[src/rtl/bpm_defines.svh]
// Register offsets, field positions and reset values of the monitor slice.
// Assumes an 8-bit register address and 8-bit data on the internal port.
`ifndef BPM_DEFINES_SVH
`define BPM_DEFINES_SVH

`define BPM_OFS_CURRENT_ESR   8'h09
`define BPM_OFS_RAIL_V        8'h0A
`define BPM_OFS_OV_LIMIT      8'h0B
`define BPM_OFS_SOURCE_V      8'h0C
`define BPM_OFS_STORAGE_V     8'h0D
`define BPM_OFS_SUPPRESS      8'h0E
`define BPM_OFS_FLAGS         8'h0F

`define BPM_RST_SAMPLE        8'h00
`define BPM_RST_OV_LIMIT      5'h1D
`define BPM_RST_SUPPRESS      8'h00
`define BPM_RST_FLAGS         8'h00

`define BPM_CUR_LSB           2
`define BPM_ESR_BIT           0
`define BPM_OV_WIDTH          5
`define BPM_OV_OFFSET_V       7

// ESR step thresholds in mV per two-bit code
`define BPM_ESR_MV_00         10'd50
`define BPM_ESR_MV_01         10'd100
`define BPM_ESR_MV_10         10'd150
`define BPM_ESR_MV_11         10'd200

`define BPM_EV_IN_OV          7
`define BPM_EV_IN_OC          6
`define BPM_EV_STR_SC         5
`define BPM_EV_REV_BLK        4
`define BPM_EV_CAP_DONE       3
`define BPM_EV_ADC_DONE       2
`define BPM_EV_HOT_WARN       1
`define BPM_EV_THERM_SD       0

`endif

[src/rtl/bpm_pkg.sv]
// Types shared by the monitor slice.
// Assumes nothing of its surroundings.
package bpm_pkg;
	typedef logic [7:0] bpm_byte_t;
	typedef enum logic [1:0] {
		BPM_ESR_50  = 2'b00,
		BPM_ESR_100 = 2'b01,
		BPM_ESR_150 = 2'b10,
		BPM_ESR_200 = 2'b11
	} bpm_esr_sel_e;
endpackage

[src/rtl/bpm_monitor_regs.sv]
// Monitor registers, event flags and interrupt gating of the backup manager.
// Assumes a simple synchronous register port driven by the serial slave.
`timescale 1ns/1ns
`include "bpm_defines.svh"

// Behaviour
// Current sample is 6-bit code in bits 7..2, 0.15 A per step.
// Bit 0 of current register shows ESR step above selected threshold.
// Rail and source voltage samples are 8-bit codes, 64 mV per step.
// Storage voltage sample is 8-bit code, 0.15 V per step.
// Over-voltage limit field bits 4..0, resets 0x1D, bits 7..5 read zero.
// Mask bit 0 lets event interrupt; 1 still sets flag, no interrupt.
// Mask bits 7..4: input OV, input OC, storage short, reverse block.
// Mask bits 3..0: cap done, ADC done, hot warning, thermal shutdown.
// Capacitance measurement starts only on rising measurement enable.
// ADC conversion starts only on rising ADC enable.
// Input over-voltage event counts only while its enable is set.
// Reverse-block event counts only while its protection is enabled.
// All ADC result registers reset to zero.
// Mask register resets to zero.
// Flags stay set until host writes 1 after event has gone.
// ESR threshold codes 00..11 select 50, 100, 150, 200 mV.
// Flag bits use the same order as mask bits.
// Interrupt active while any unmasked flag is set.
// Result registers update only when a conversion completes.
module bpm_monitor_regs
	import bpm_pkg::*;
(
	input  wire logic       clk,
	input  wire logic       rst,
	input  wire logic [7:0] reg_addr,
	input  wire logic       reg_wr,
	input  wire logic       reg_rd,
	input  wire logic [7:0] reg_wdata,
	output logic      [7:0] reg_rdata,
	input  wire logic       adc_done,
	input  wire logic [5:0] adc_current,
	input  wire logic [7:0] adc_rail_v,
	input  wire logic [7:0] adc_source_v,
	input  wire logic [7:0] adc_storage_v,
	input  wire logic [9:0] esr_step_mv,
	input  wire logic       esr_valid,
	input  wire logic       cap_done,
	input  wire logic       cond_in_ov,
	input  wire logic       cond_in_oc,
	input  wire logic       cond_str_sc,
	input  wire logic       cond_rev_blk,
	input  wire logic       cond_hot_warn,
	input  wire logic       cond_therm_sd,
	input  wire logic       source_limit_protect_en,
	input  wire logic       reverse_block_protection,
	input  wire logic [1:0] esr_threshold_sel,
	input  wire logic       cap_measure_en,
	input  wire logic       adc_enable,
	output logic            cap_measure_start,
	output logic            adc_start,
	output logic      [4:0] storage_overvoltage_threshold,
	output logic            int_n
);
	// ==========================================================
	// Storage
	bpm_byte_t  source_current_sample_esr_status;
	bpm_byte_t  load_rail_voltage_sample;
	bpm_byte_t  source_voltage_sample;
	bpm_byte_t  storage_voltage_sample;
	bpm_byte_t  interrupt_suppress_ctrl;
	bpm_byte_t  event_flags;
	logic [4:0] ov_limit;
	logic [9:0] esr_limit_mv;
	logic       capacitor_resistance_error;
	bpm_byte_t  event_raw;
	bpm_byte_t  next_flags;
	bpm_byte_t  clear_req;
	bpm_byte_t  next_suppress;
	logic [5:0] current_code;

	// ==========================================================
	// Start pulses
	bpm_rise_detect u_cap_rise (
		.clk   (clk),
		.rst   (rst),
		.level (cap_measure_en),
		.rise  (cap_measure_start)
	);

	bpm_rise_detect u_adc_rise (
		.clk   (clk),
		.rst   (rst),
		.level (adc_enable),
		.rise  (adc_start)
	);

	// ==========================================================
	// ESR comparison
	always_comb begin
		unique case (bpm_esr_sel_e'(esr_threshold_sel))
			BPM_ESR_50:  esr_limit_mv = `BPM_ESR_MV_00;
			BPM_ESR_100: esr_limit_mv = `BPM_ESR_MV_01;
			BPM_ESR_150: esr_limit_mv = `BPM_ESR_MV_10;
			BPM_ESR_200: esr_limit_mv = `BPM_ESR_MV_11;
		endcase
	end

	always_ff @(posedge clk or posedge rst) begin
		if (rst) begin
			capacitor_resistance_error <= 1'b0;
		end else if (esr_valid) begin
			capacitor_resistance_error <= esr_step_mv > esr_limit_mv;
		end
	end

	// ==========================================================
	// ADC results, held until the next completed conversion
	always_ff @(posedge clk or posedge rst) begin
		if (rst) begin
			load_rail_voltage_sample <= `BPM_RST_SAMPLE;
			source_voltage_sample    <= `BPM_RST_SAMPLE;
			storage_voltage_sample   <= `BPM_RST_SAMPLE;
			current_code             <= 6'h00;
		end else if (adc_done) begin
			current_code             <= adc_current;
			load_rail_voltage_sample <= adc_rail_v;
			source_voltage_sample    <= adc_source_v;
			storage_voltage_sample   <= adc_storage_v;
		end
	end

	// Bit 1 is reserved and reads zero
	assign source_current_sample_esr_status = {current_code, 1'b0,
		capacitor_resistance_error};

	// ==========================================================
	// Writable registers
	always_ff @(posedge clk or posedge rst) begin
		if (rst) begin
			ov_limit <= `BPM_RST_OV_LIMIT;
		end else if (reg_wr && reg_addr == `BPM_OFS_OV_LIMIT) begin
			ov_limit <= reg_wdata[`BPM_OV_WIDTH-1:0];
		end
	end

	assign storage_overvoltage_threshold = ov_limit;

	always_comb begin
		next_suppress = interrupt_suppress_ctrl;
		if (reg_wr && reg_addr == `BPM_OFS_SUPPRESS) begin
			next_suppress = reg_wdata;
		end
	end

	always_ff @(posedge clk or posedge rst) begin
		if (rst) begin
			interrupt_suppress_ctrl <= `BPM_RST_SUPPRESS;
		end else begin
			interrupt_suppress_ctrl <= next_suppress;
		end
	end

	// ==========================================================
	// Event flags: set wins over a clear in the same cycle
	always_comb begin
		event_raw = 8'h00;
		event_raw[`BPM_EV_IN_OV]    = cond_in_ov &
			source_limit_protect_en;
		event_raw[`BPM_EV_IN_OC]    = cond_in_oc;
		event_raw[`BPM_EV_STR_SC]   = cond_str_sc;
		event_raw[`BPM_EV_REV_BLK]  = cond_rev_blk &
			reverse_block_protection;
		event_raw[`BPM_EV_CAP_DONE] = cap_done;
		event_raw[`BPM_EV_ADC_DONE] = adc_done;
		event_raw[`BPM_EV_HOT_WARN] = cond_hot_warn;
		event_raw[`BPM_EV_THERM_SD] = cond_therm_sd;
	end

	always_comb begin
		clear_req = 8'h00;
		if (reg_wr && reg_addr == `BPM_OFS_FLAGS) begin
			clear_req = reg_wdata;
		end
	end

	generate
		for (genvar i = 0; i < 8; i++) begin : g_flag
			always_comb begin
				next_flags[i] = event_raw[i] |
					(event_flags[i] & ~clear_req[i]);
			end
		end
	endgenerate

	always_ff @(posedge clk or posedge rst) begin
		if (rst) begin
			event_flags <= `BPM_RST_FLAGS;
		end else begin
			event_flags <= next_flags;
		end
	end

	// ==========================================================
	// Interrupt pin, active low
	always_ff @(posedge clk or posedge rst) begin
		if (rst) begin
			int_n <= 1'b1;
		end else begin
			int_n <= ~|(next_flags & ~next_suppress);
		end
	end

	// ==========================================================
	// Read port
	always_ff @(posedge clk or posedge rst) begin
		if (rst) begin
			reg_rdata <= 8'h00;
		end else if (reg_rd) begin
			unique case (reg_addr)
				`BPM_OFS_CURRENT_ESR:
					reg_rdata <= source_current_sample_esr_status;
				`BPM_OFS_RAIL_V:    reg_rdata <= load_rail_voltage_sample;
				`BPM_OFS_OV_LIMIT:  reg_rdata <= {3'b000, ov_limit};
				`BPM_OFS_SOURCE_V:  reg_rdata <= source_voltage_sample;
				`BPM_OFS_STORAGE_V: reg_rdata <= storage_voltage_sample;
				`BPM_OFS_SUPPRESS:  reg_rdata <= interrupt_suppress_ctrl;
				`BPM_OFS_FLAGS:     reg_rdata <= event_flags;
				default:            reg_rdata <= 8'h00;
			endcase
		end
	end

	// ==========================================================
	// Checks
	flag_sticky_a: assert property (@(posedge clk) disable iff (rst)
		event_flags[5] && !(clear_req[5]) |=> event_flags[5])
		else $error("flag dropped without a clear");

	in_ov_gate_a: assert property (@(posedge clk) disable iff (rst)
		!source_limit_protect_en && !event_flags[7] && cond_in_ov
		|=> !event_flags[7])
		else $error("input over-voltage flagged while disabled");

	rev_gate_a: assert property (@(posedge clk) disable iff (rst)
		!reverse_block_protection && !event_flags[4] && cond_rev_blk
		|=> !event_flags[4])
		else $error("reverse block flagged while disabled");

	mask_blocks_a: assert property (@(posedge clk) disable iff (rst)
		(event_flags & ~interrupt_suppress_ctrl) == 8'h00 |-> int_n)
		else $error("interrupt with all flags masked");

	int_asserts_a: assert property (@(posedge clk) disable iff (rst)
		(event_flags & ~interrupt_suppress_ctrl) != 8'h00 |-> !int_n)
		else $error("unmasked flag did not raise interrupt");

	adc_hold_a: assert property (@(posedge clk) disable iff (rst)
		!adc_done |=> $stable(storage_voltage_sample))
		else $error("sample changed without a conversion");

	adc_load_a: assert property (@(posedge clk) disable iff (rst)
		adc_done |=> load_rail_voltage_sample == $past(adc_rail_v))
		else $error("rail sample not loaded");

	ov_reserved_a: assert property (@(posedge clk) disable iff (rst)
		reg_rd && reg_addr == `BPM_OFS_OV_LIMIT |=> reg_rdata[7:5] == 3'b000)
		else $error("reserved limit bits read nonzero");

	adc_flag_a: assert property (@(posedge clk) disable iff (rst)
		adc_done |=> event_flags[2])
		else $error("adc done flag not set");

	cap_start_a: assert property (@(posedge clk) disable iff (rst)
		cap_measure_start |-> cap_measure_en && !$past(cap_measure_en))
		else $error("measurement start without rising enable");

	adc_start_a: assert property (@(posedge clk) disable iff (rst)
		adc_start |-> adc_enable && !$past(adc_enable))
		else $error("conversion start without rising enable");

	cur_load_a: assert property (@(posedge clk) disable iff (rst)
		adc_done |=> source_current_sample_esr_status[7:`BPM_CUR_LSB] ==
			$past(adc_current))
		else $error("current sample not loaded");

	esr_limit_a: assert property (@(posedge clk) disable iff (rst)
		esr_valid |=> source_current_sample_esr_status[`BPM_ESR_BIT] ==
			($past(esr_step_mv) >
			10'd50 * ({8'h00, $past(esr_threshold_sel)} + 10'd1)))
		else $error("ESR status does not follow the threshold");

	src_load_a: assert property (@(posedge clk) disable iff (rst)
		adc_done |=> source_voltage_sample == $past(adc_source_v))
		else $error("source sample not loaded");

	stor_load_a: assert property (@(posedge clk) disable iff (rst)
		adc_done |=> storage_voltage_sample == $past(adc_storage_v))
		else $error("storage sample not loaded");

	ov_write_a: assert property (@(posedge clk) disable iff (rst)
		reg_wr && reg_addr == `BPM_OFS_OV_LIMIT |=>
			storage_overvoltage_threshold == $past(reg_wdata[4:0]))
		else $error("limit field not written");

	mask_write_a: assert property (@(posedge clk) disable iff (rst)
		reg_wr && reg_addr == `BPM_OFS_SUPPRESS |=>
			interrupt_suppress_ctrl == $past(reg_wdata))
		else $error("mask register not written");

	flag_clear_a: assert property (@(posedge clk) disable iff (rst)
		(event_flags & clear_req & ~event_raw) != 8'h00 |=>
			(event_flags & $past(event_flags & clear_req &
			~event_raw)) == 8'h00)
		else $error("written flag did not clear");

	flag_set_a: assert property (@(posedge clk) disable iff (rst)
		event_raw != 8'h00 |=>
			(event_flags & $past(event_raw)) == $past(event_raw))
		else $error("event did not set its flag");
endmodule

[src/rtl/bpm_rise_detect.sv]
// Rising-edge detector for control bits that start an operation.
// Assumes the input is synchronous to clk.
`timescale 1ns/1ns
module bpm_rise_detect
	import bpm_pkg::*;
(
	input  wire logic clk,
	input  wire logic rst,
	input  wire logic level,
	output logic      rise
);
	logic prev;

	always_ff @(posedge clk or posedge rst) begin
		if (rst) begin
			prev <= 1'b0;
		end else begin
			prev <= level;
		end
	end

	assign rise = level & ~prev;

	rise_pulse_a: assert property (@(posedge clk) disable iff (rst)
		rise |=> !rise)
		else $error("rise pulse lasted more than one cycle");
endmodule

[config.mk]
export PLATFORM = sky130hd
export DESIGN_NAME = bpm_monitor_regs
export DESIGN_NICKNAME = d
export VERILOG_FILES = /design/src/rtl/bpm_pkg.sv /design/src/rtl/bpm_monitor_regs.sv /design/src/rtl/bpm_rise_detect.sv
export VERILOG_INCLUDE_DIRS = /design/src /design/src/rtl
export SDC_FILE = /design/constraint.sdc
export NUM_CORES = 1
export LEC_CHECK = 0
export ABC_AREA = 1
export ABC_CLOCK_PERIOD_IN_PS = 3510
export BUFFER_PORTS_ARGS = -buffer_cell sky130_fd_sc_hd__buf_2
export CORE_MARGIN = 2
export CORE_UTILIZATION = 30
export CTS_BUF_LIST = sky130_fd_sc_hd__clkbuf_4
export DETAILED_ROUTE_END_ITERATION = 8
export PLACE_DENSITY = 0.61
export SLEW_MARGIN = 10
export SYNTH_ARGS = -nofsm -noshare
export SYNTH_HDL_FRONTEND = slang
export SYNTH_SLANG_ARGS = --single-unit
export TNS_END_PERCENT = 10
[constraint.sdc]
create_clock -name clk -period 3.51 [get_ports clk]
set_input_delay 0.351 -clock clk [delete_from_list [all_inputs] [get_ports clk]]
set_output_delay 0.351 -clock clk [all_outputs]
set_load 0.01 [all_outputs]
==> results.md, run 1 <==
* Synth Register Bits at 63
* Seq/Total Area, Yosys at 48.7%
* Outcome: finished, final reports clean
* Congestion Overflow GR at 0
* Gpl congestion at 0.911
* Cells after Synth at 421
* Post-Layout Cell Count at 656
* Endpoints failing setup at 0
* Setup Fix Bufs, Post-CTS at 0
* Starting density of the core at 30.4%
* Fin area at 3940 um^2
* DRC viols at 0
* Number of flops mapped to enable cells by yosys at 0
* Critical path arrival at 1.11 ns
* First-pass GRT wire length at 14600 um
* Top cell family by delay on the critical path: flip-flops
* RSZ-0062 raised after global routing: no
* Initial antenna violation count at 0
* Cell Area, Synth at 3250 um^2
* Dpl cell area at 3810 um^2
* Cell Int Power at 0.00108 W
* Wire per inst at 13.4 um
* Max_cap viols at 0
* DIE AREA at 11700 um^2
* Max Fanout on Critical Path at 2
* Finished Core Util at 36.9%
* Via density at 4.51
* Num rows at 38
* Pre-CTS setup slack at 1.62 ns
* Sequential share of power at 53.5%
* I/O pin count at 91
* Area growth syn-to-layout at 21.3%
* WP buf/inv at 1
* CTS root buf: clkbuf_4
* Pin count of the biggest net entering global routing at 49
* Die W at 108 um
* Leakage power at 2.21 nW
* Power Density at 376 nW/um^2
* Switching pwr at 0.000406 W
* Fin crit period at 1.46 ns
* Synth Flop Type: dfrtp_1
* Final ANT Viol Nets at 0
* Layout cells sized above 1 at 23.6%
* CP endpoint kind: output pin
* Final net count at 597
* Worst setup path class: reg2out
* Crit path cell chain: buf_2
* Yosys warns at 0
* Total GRT Usage at 16.3%
* Final Cycle Share at 41.5%
* Dpl cells at 640
* Clk_skew at 0.0157 ns
* Final Hold Fails at 0
* Clock power frac at 33.0%
* DR vias at 2956
* Sw Ratio at 27.4%
* Chip height at 108 um
* Syn Area/Cell at 7.72 um^2
* H-Tree Depth at 3
* Clk sinks at 63
* Clk slew on worst S/H paths at 0.10 ns
* Fill cells at 1169
* Worst setup SP type: flip-flop
* Post-synthesis net count at 507
* Core ar. at 10700 um^2
* Post-synthesis cell type count at 27
* Pre-antenna DRT Iters at 4
* Initial DRC Count at 176
* Asr flop ratio synth at 100%
* Final wirelength at 8760 um
* Worst path slowest cell: dfstp_2
* CTS max path bufs at 2
* CP required at 3.16 ns
* Critical Path Max Stage Delay at 0.56 ns
* CTS tree: done
* Diodes inserted at 0
* CTS buffer count at 9
* Logic pwr share at 13.6%
* Achievable Freq at 687 MHz
* Hold Buf Count CTS at 0
* Max-slew violations at 0
* Hold Crit Class: in2reg
* Vias in the first global route at 3025
* Fin worst setup slack at 2.05 ns
* Peak VDD IR at 0.146 mV
* Fin Setup TNS at 0 ns
* Slew of the pin with the lowest slew margin at 1.00 ns
* CTS resizes at 0
* Max_slew headroom at 32.9%
* Latest clock arrival within the worst-skew pair at 0.42 ns
* DPL Wire Length at 6980 um
* Port Buf Inserts at 90
state kept, by name (all words and copies together), names as in the netlist, 5 cells and up:
signal / count
load_rail_voltage_sample: 8
current_code: 6
reg_rdata: 8
event_flags: 8
storage_voltage_sample: 8
source_voltage_sample: 8
storage_overvoltage_threshold: 5
interrupt_suppress_ctrl: 8
layer usage:
metal	global-route usage, %	share of wire [%]
met1	21.4	47
met2	25.8	45
met3	3.68	5.5
met4	7.14	3.2
met5	0	0
area by class of cell:
| type | count | area [um^2] | area share [%] |
|---|---|---|---|
| flip-flops and latches | 63 | 1580 | 40.1 |
| repair buffers | 91 | 458 | 11.6 |
| inverters | 69 | 259 | 6.57 |
| multi-input cells | 277 | 1340 | 33.9 |
| clock buffers | 11 | 82.6 | 2.09 |
| clock inverters | 5 | 50.0 | 1.27 |
| well taps | 140 | 175 | 4.44 |
cell families after synthesis:
| family | count (synthesis) | synth area share (%) |
|---|---|---|
| AND/OR/NAND/NOR | 209 | 27.3 |
| buffers and inverters | 81 | 10.2 |
| AO/OA/AOI/OAI | 56 | 9.24 |
| multiplexers | 1 | 0.346 |
| adder cells (fa/ha/maj) | 11 | 4.23 |
| flip-flops | 63 | 48.7 |
layout by cell type (no fill, tap or decap), drive strengths merged, types with 4 or more instances in the layout:
master,count
nand2,156
buf,91
inv,69
dfrtp,58
o21ai,33
nor2,26
nand3,17
ha,11
clkbuf,11
a21oi,10
o22ai,10
nand4,8
dfstp,5
clkinv,4
power groups by stage:
stage / logic, W / clock network (W) / registers (W)
5_1_grt: 0.000234 / 0.000535 / 0.000799
3_5_place_dp: 0.000204 / 0 / 0.000808
3_3_place_gp: 0.000199 / 0 / 0.000808
2_1_floorplan: 0.000110 / 0 / 0.000805
6_report: 0.000201 / 0.000489 / 0.000794
4_1_cts: 0.000205 / 0.000503 / 0.000794
metrics by stage:
stage,power (W),hold WS [ns]
after floorplan,0.000915,0.382
after global placement,0.00101,0.459
after detailed placement,0.00101,0.464
after CTS,0.00150,0.0497
after global routing,0.00157,0.0444
final,0.00148,0.0645
synth_stat cells (2+ instances only):
cell type / number / share of area (%)
inv_1: 69 / 8.0
buf_6: 3 / 1.0
a21oi_1: 10 / 1.5
nand3_1: 15 / 2.3
nand2_2: 3 / 0.58
dfrtp_1: 58 / 45
nand2_1: 153 / 18
nor2_1: 23 / 2.7
o21ai_1: 5 / 0.77
o22ai_1: 10 / 1.9
nor2_4: 2 / 0.69
dfstp_2: 5 / 4.0
o21ai_0: 28 / 4.3
clkbuf_1: 7 / 0.81
ha_1: 11 / 4.2
nand4_1: 8 / 1.5
worst paths after layout:
check | start | end | slack [ns] | cells past startpoint
max in group asynchronous | rst | current_code[4] | 2.54 | 3
worst min register to register | current_code[2] | current_code[2] | 0.49 | 2
worst max register to register | storage_overvoltage_threshold[4] | reg_rdata[4] | 2.40 | 6
min in group asynchronous | rst | source_voltage_sample[7] | 0.17 | 2
worst max-delay path | storage_overvoltage_threshold[2] | storage_overvoltage_threshold[2] | 2.05 | 1
worst min-delay path | cap_measure_en | u_cap_rise.prev | 0.06 | 1
No activity file was read; power rests on OpenSTA's default activity.
==> run 2: changes to the inputs <==
--- a/config.mk
+++ b/config.mk
@@ -7,7 +7,7 @@
 export NUM_CORES = 1
 export LEC_CHECK = 0
 export ABC_AREA = 1
-export ABC_CLOCK_PERIOD_IN_PS = 3510
+export ABC_CLOCK_PERIOD_IN_PS = 1500
 export BUFFER_PORTS_ARGS = -buffer_cell sky130_fd_sc_hd__buf_2
 export CORE_MARGIN = 2
 export CORE_UTILIZATION = 30
==> constraint.sdc (replaced) <==
create_clock -name clk -period 1.5 [get_ports clk]
set_input_delay 0.15 -clock clk [delete_from_list [all_inputs] [get_ports clk]]
set_output_delay 0.15 -clock clk [all_outputs]
set_load 0.01 [all_outputs]
==> run 2 against run 1 <==
Register-to-register slack worse by 2.0 ns. Flip-flop and latch count stayed put. Worst setup slack worse by 1.9 ns. Combinational power grew to 2.9 times the previous value. Global-route usage is 0.12 points higher. Critical endpoint is now int_n. Largest power group unchanged. Highest routed layer unchanged.
==> results.md, run 2 (same netlist as run 1, synthesis figures left out) <==
* Outcome: finished, final reports clean
* CTS tree: done
* H-Tree Depth at 3
* Clk sinks at 63
* Switching pwr at 0.000988 W
* Crit path cell chain: dlygate4sd3_1 -> buf_2 -> nand2_1 -> dlygate4sd3_1 -> nand2_1 -> nand2_1 -> nand2_1 -> inv_1 -> nand2_1 -> nor2_2
* Wire per inst at 12.6 um
* Peak VDD IR at 0.353 mV
* Endpoints failing setup at 0
* Total GRT Usage at 16.4%
* Clk_skew at 0.0176 ns
* CP required at 1.85 ns
* Max Fanout on Critical Path at 2
* Critical Path Max Stage Delay at 0.55 ns
* Vias in the first global route at 3157
* Port Buf Inserts at 90
* Sequential share of power at 49.2%
* Critical path arrival at 1.73 ns
* Commonest non-fill, non-tap cells in the layout: 153 x nand2_1, 90 x buf_2, 68 x inv_1, 58 x dfrtp_1, 50 x dlygate4sd3_1
* Crit path top cell by count: nand2_1
* Pin count of the biggest net entering global routing at 64
* Gpl congestion at 0.808
* Diodes inserted at 0
* Worst path slowest cell: dlygate4sd3_1
* Dpl cells at 653
* Top cell family by delay on the critical path: buffers and inverters
* Max_slew headroom at 76.4%
* Starting density of the core at 30.4%
* Final Cycle Share at 92.1%
* Layout cells sized above 1 at 23.5%
* Num rows at 38
* Achievable Freq at 724 MHz
* Max-slew violations at 0
* Fin crit period at 1.38 ns
* CTS root buf: clkbuf_4
* Latest clock arrival within the worst-skew pair at 0.41 ns
* Overall Power at 0.00377 W
* Initial DRC Count at 141
* Clk slew on worst S/H paths at 0.12 ns
* Chip height at 108 um
* Hold Crit Class: in2reg
* Final Hold Fails at 0
* Commonest non-fill, non-tap cell in the layout: nand2_1
* Logic pwr share at 15.5%
* Worst setup path class: in2reg
* WP buf/inv at 4
* Cell Int Power at 0.00278 W
* Max_cap viols at 0
* CTS max path bufs at 2
* Sw Ratio at 26.2%
* CP endpoint kind: flip-flop
* Final wirelength at 9080 um
* Setup Fix Bufs, Post-CTS at 0
* I/O pin count at 91
* DPL Wire Length at 6700 um
* RSZ-0062 raised after global routing: no
* Clock power frac at 35.3%
* Pre-antenna DRT Iters at 5
* Initial antenna violation count at 0
* Leakage power at 2.48 nW
* CTS buffer count at 9
* Area growth syn-to-layout at 41.1%
* Final net count at 660
* Final ANT Viol Nets at 0
* Worst setup SP type: primary input
* Congestion Overflow GR at 0
* DR vias at 3160
* Post-Layout Cell Count at 719
* First-pass GRT wire length at 14800 um
* Power Density at 821 nW/um^2
* DRC viols at 0
* DIE AREA at 11700 um^2
* Die W at 108 um
* Via density at 4.39
* Slew of the pin with the lowest slew margin at 0.352 ns
* Core ar. at 10700 um^2
==> run 2: metrics by stage <==
step	hold slack [ns]	area (um^2)	setup slack, ns	setup TNS [ns]	util, %
floorplan	0.181	3250	0.134	0	-
global placement	0.265	3930	-0.0473	-0.0473	36.7
detailed placement	0.265	3930	-0.168	-0.187	36.7
CTS	0.00322	4590	0.0883	0	42.9
global route	0.0127	4590	0.0683	0	42.9
finish	0.0371	4590	0.118	0	42.9
==> run 2: cell type report <==
type	count	area, um^2
Clock buffer	10	75.1
Clock inverter	6	85.1
Fill cell	1134	6110
Inverter	69	263
Multi-Input combinational cell	277	1340
Sequential cell	63	1580
Tap cell	140	175
Timing Repair Buffer	154	1070
==> run 2: path summary, 6_finish.rpt <==
| path | from | to | slack [ns] | cells after the start |
|---|---|---|---|---|
| setup / recovery | source_limit_protect_en | int_n | 0.12 | 10 |
| hold / removal | reg_rd | reg_rdata[0] | 0.04 | 3 |
| setup reg to reg | event_flags[7] | reg_rdata[7] | 0.36 | 6 |
| hold reg to reg | current_code[4] | current_code[4] | 0.48 | 2 |
| max in group asynchronous | rst | storage_overvoltage_threshold[4] | 0.80 | 4 |
| min in group asynchronous | rst | storage_voltage_sample[6] | 0.36 | 4 |
==> run 2: metal layers <==
metal | global-route usage [%] | vias up | wire, um
li1 | - | 1620 | -
met1 | 20.8 | 1442 | 4080
met2 | 27.4 | 85 | 4320
met3 | 3.32 | 13 | 514
met4 | 6.68 | 0 | 159
met5 | 0 | - | 0
==> run 2: power groups by stage <==
stage	Combinational [W]	Clock (W)	Sequential, W
after floorplan	0.000259	0	0.00188
after detailed placement	0.000484	0	0.00189
after global routing	0.000662	0.00145	0.00187
final	0.000583	0.00133	0.00185
after CTS	0.000587	0.00136	0.00185
after global placement	0.000468	0	0.00188
==> run 2: tightest hold or removal path: stages <==
cell	delay (ns)
buf_2	0.15
nand2_1	0.08
nand2_1	0.04
==> run 2: what timing repair did <==
action,in CTS,in global routing
hold buffers,50,1
resized for setup,0,1
endpoints found under the setup margin,0,1
endpoints found under the hold margin,106,1
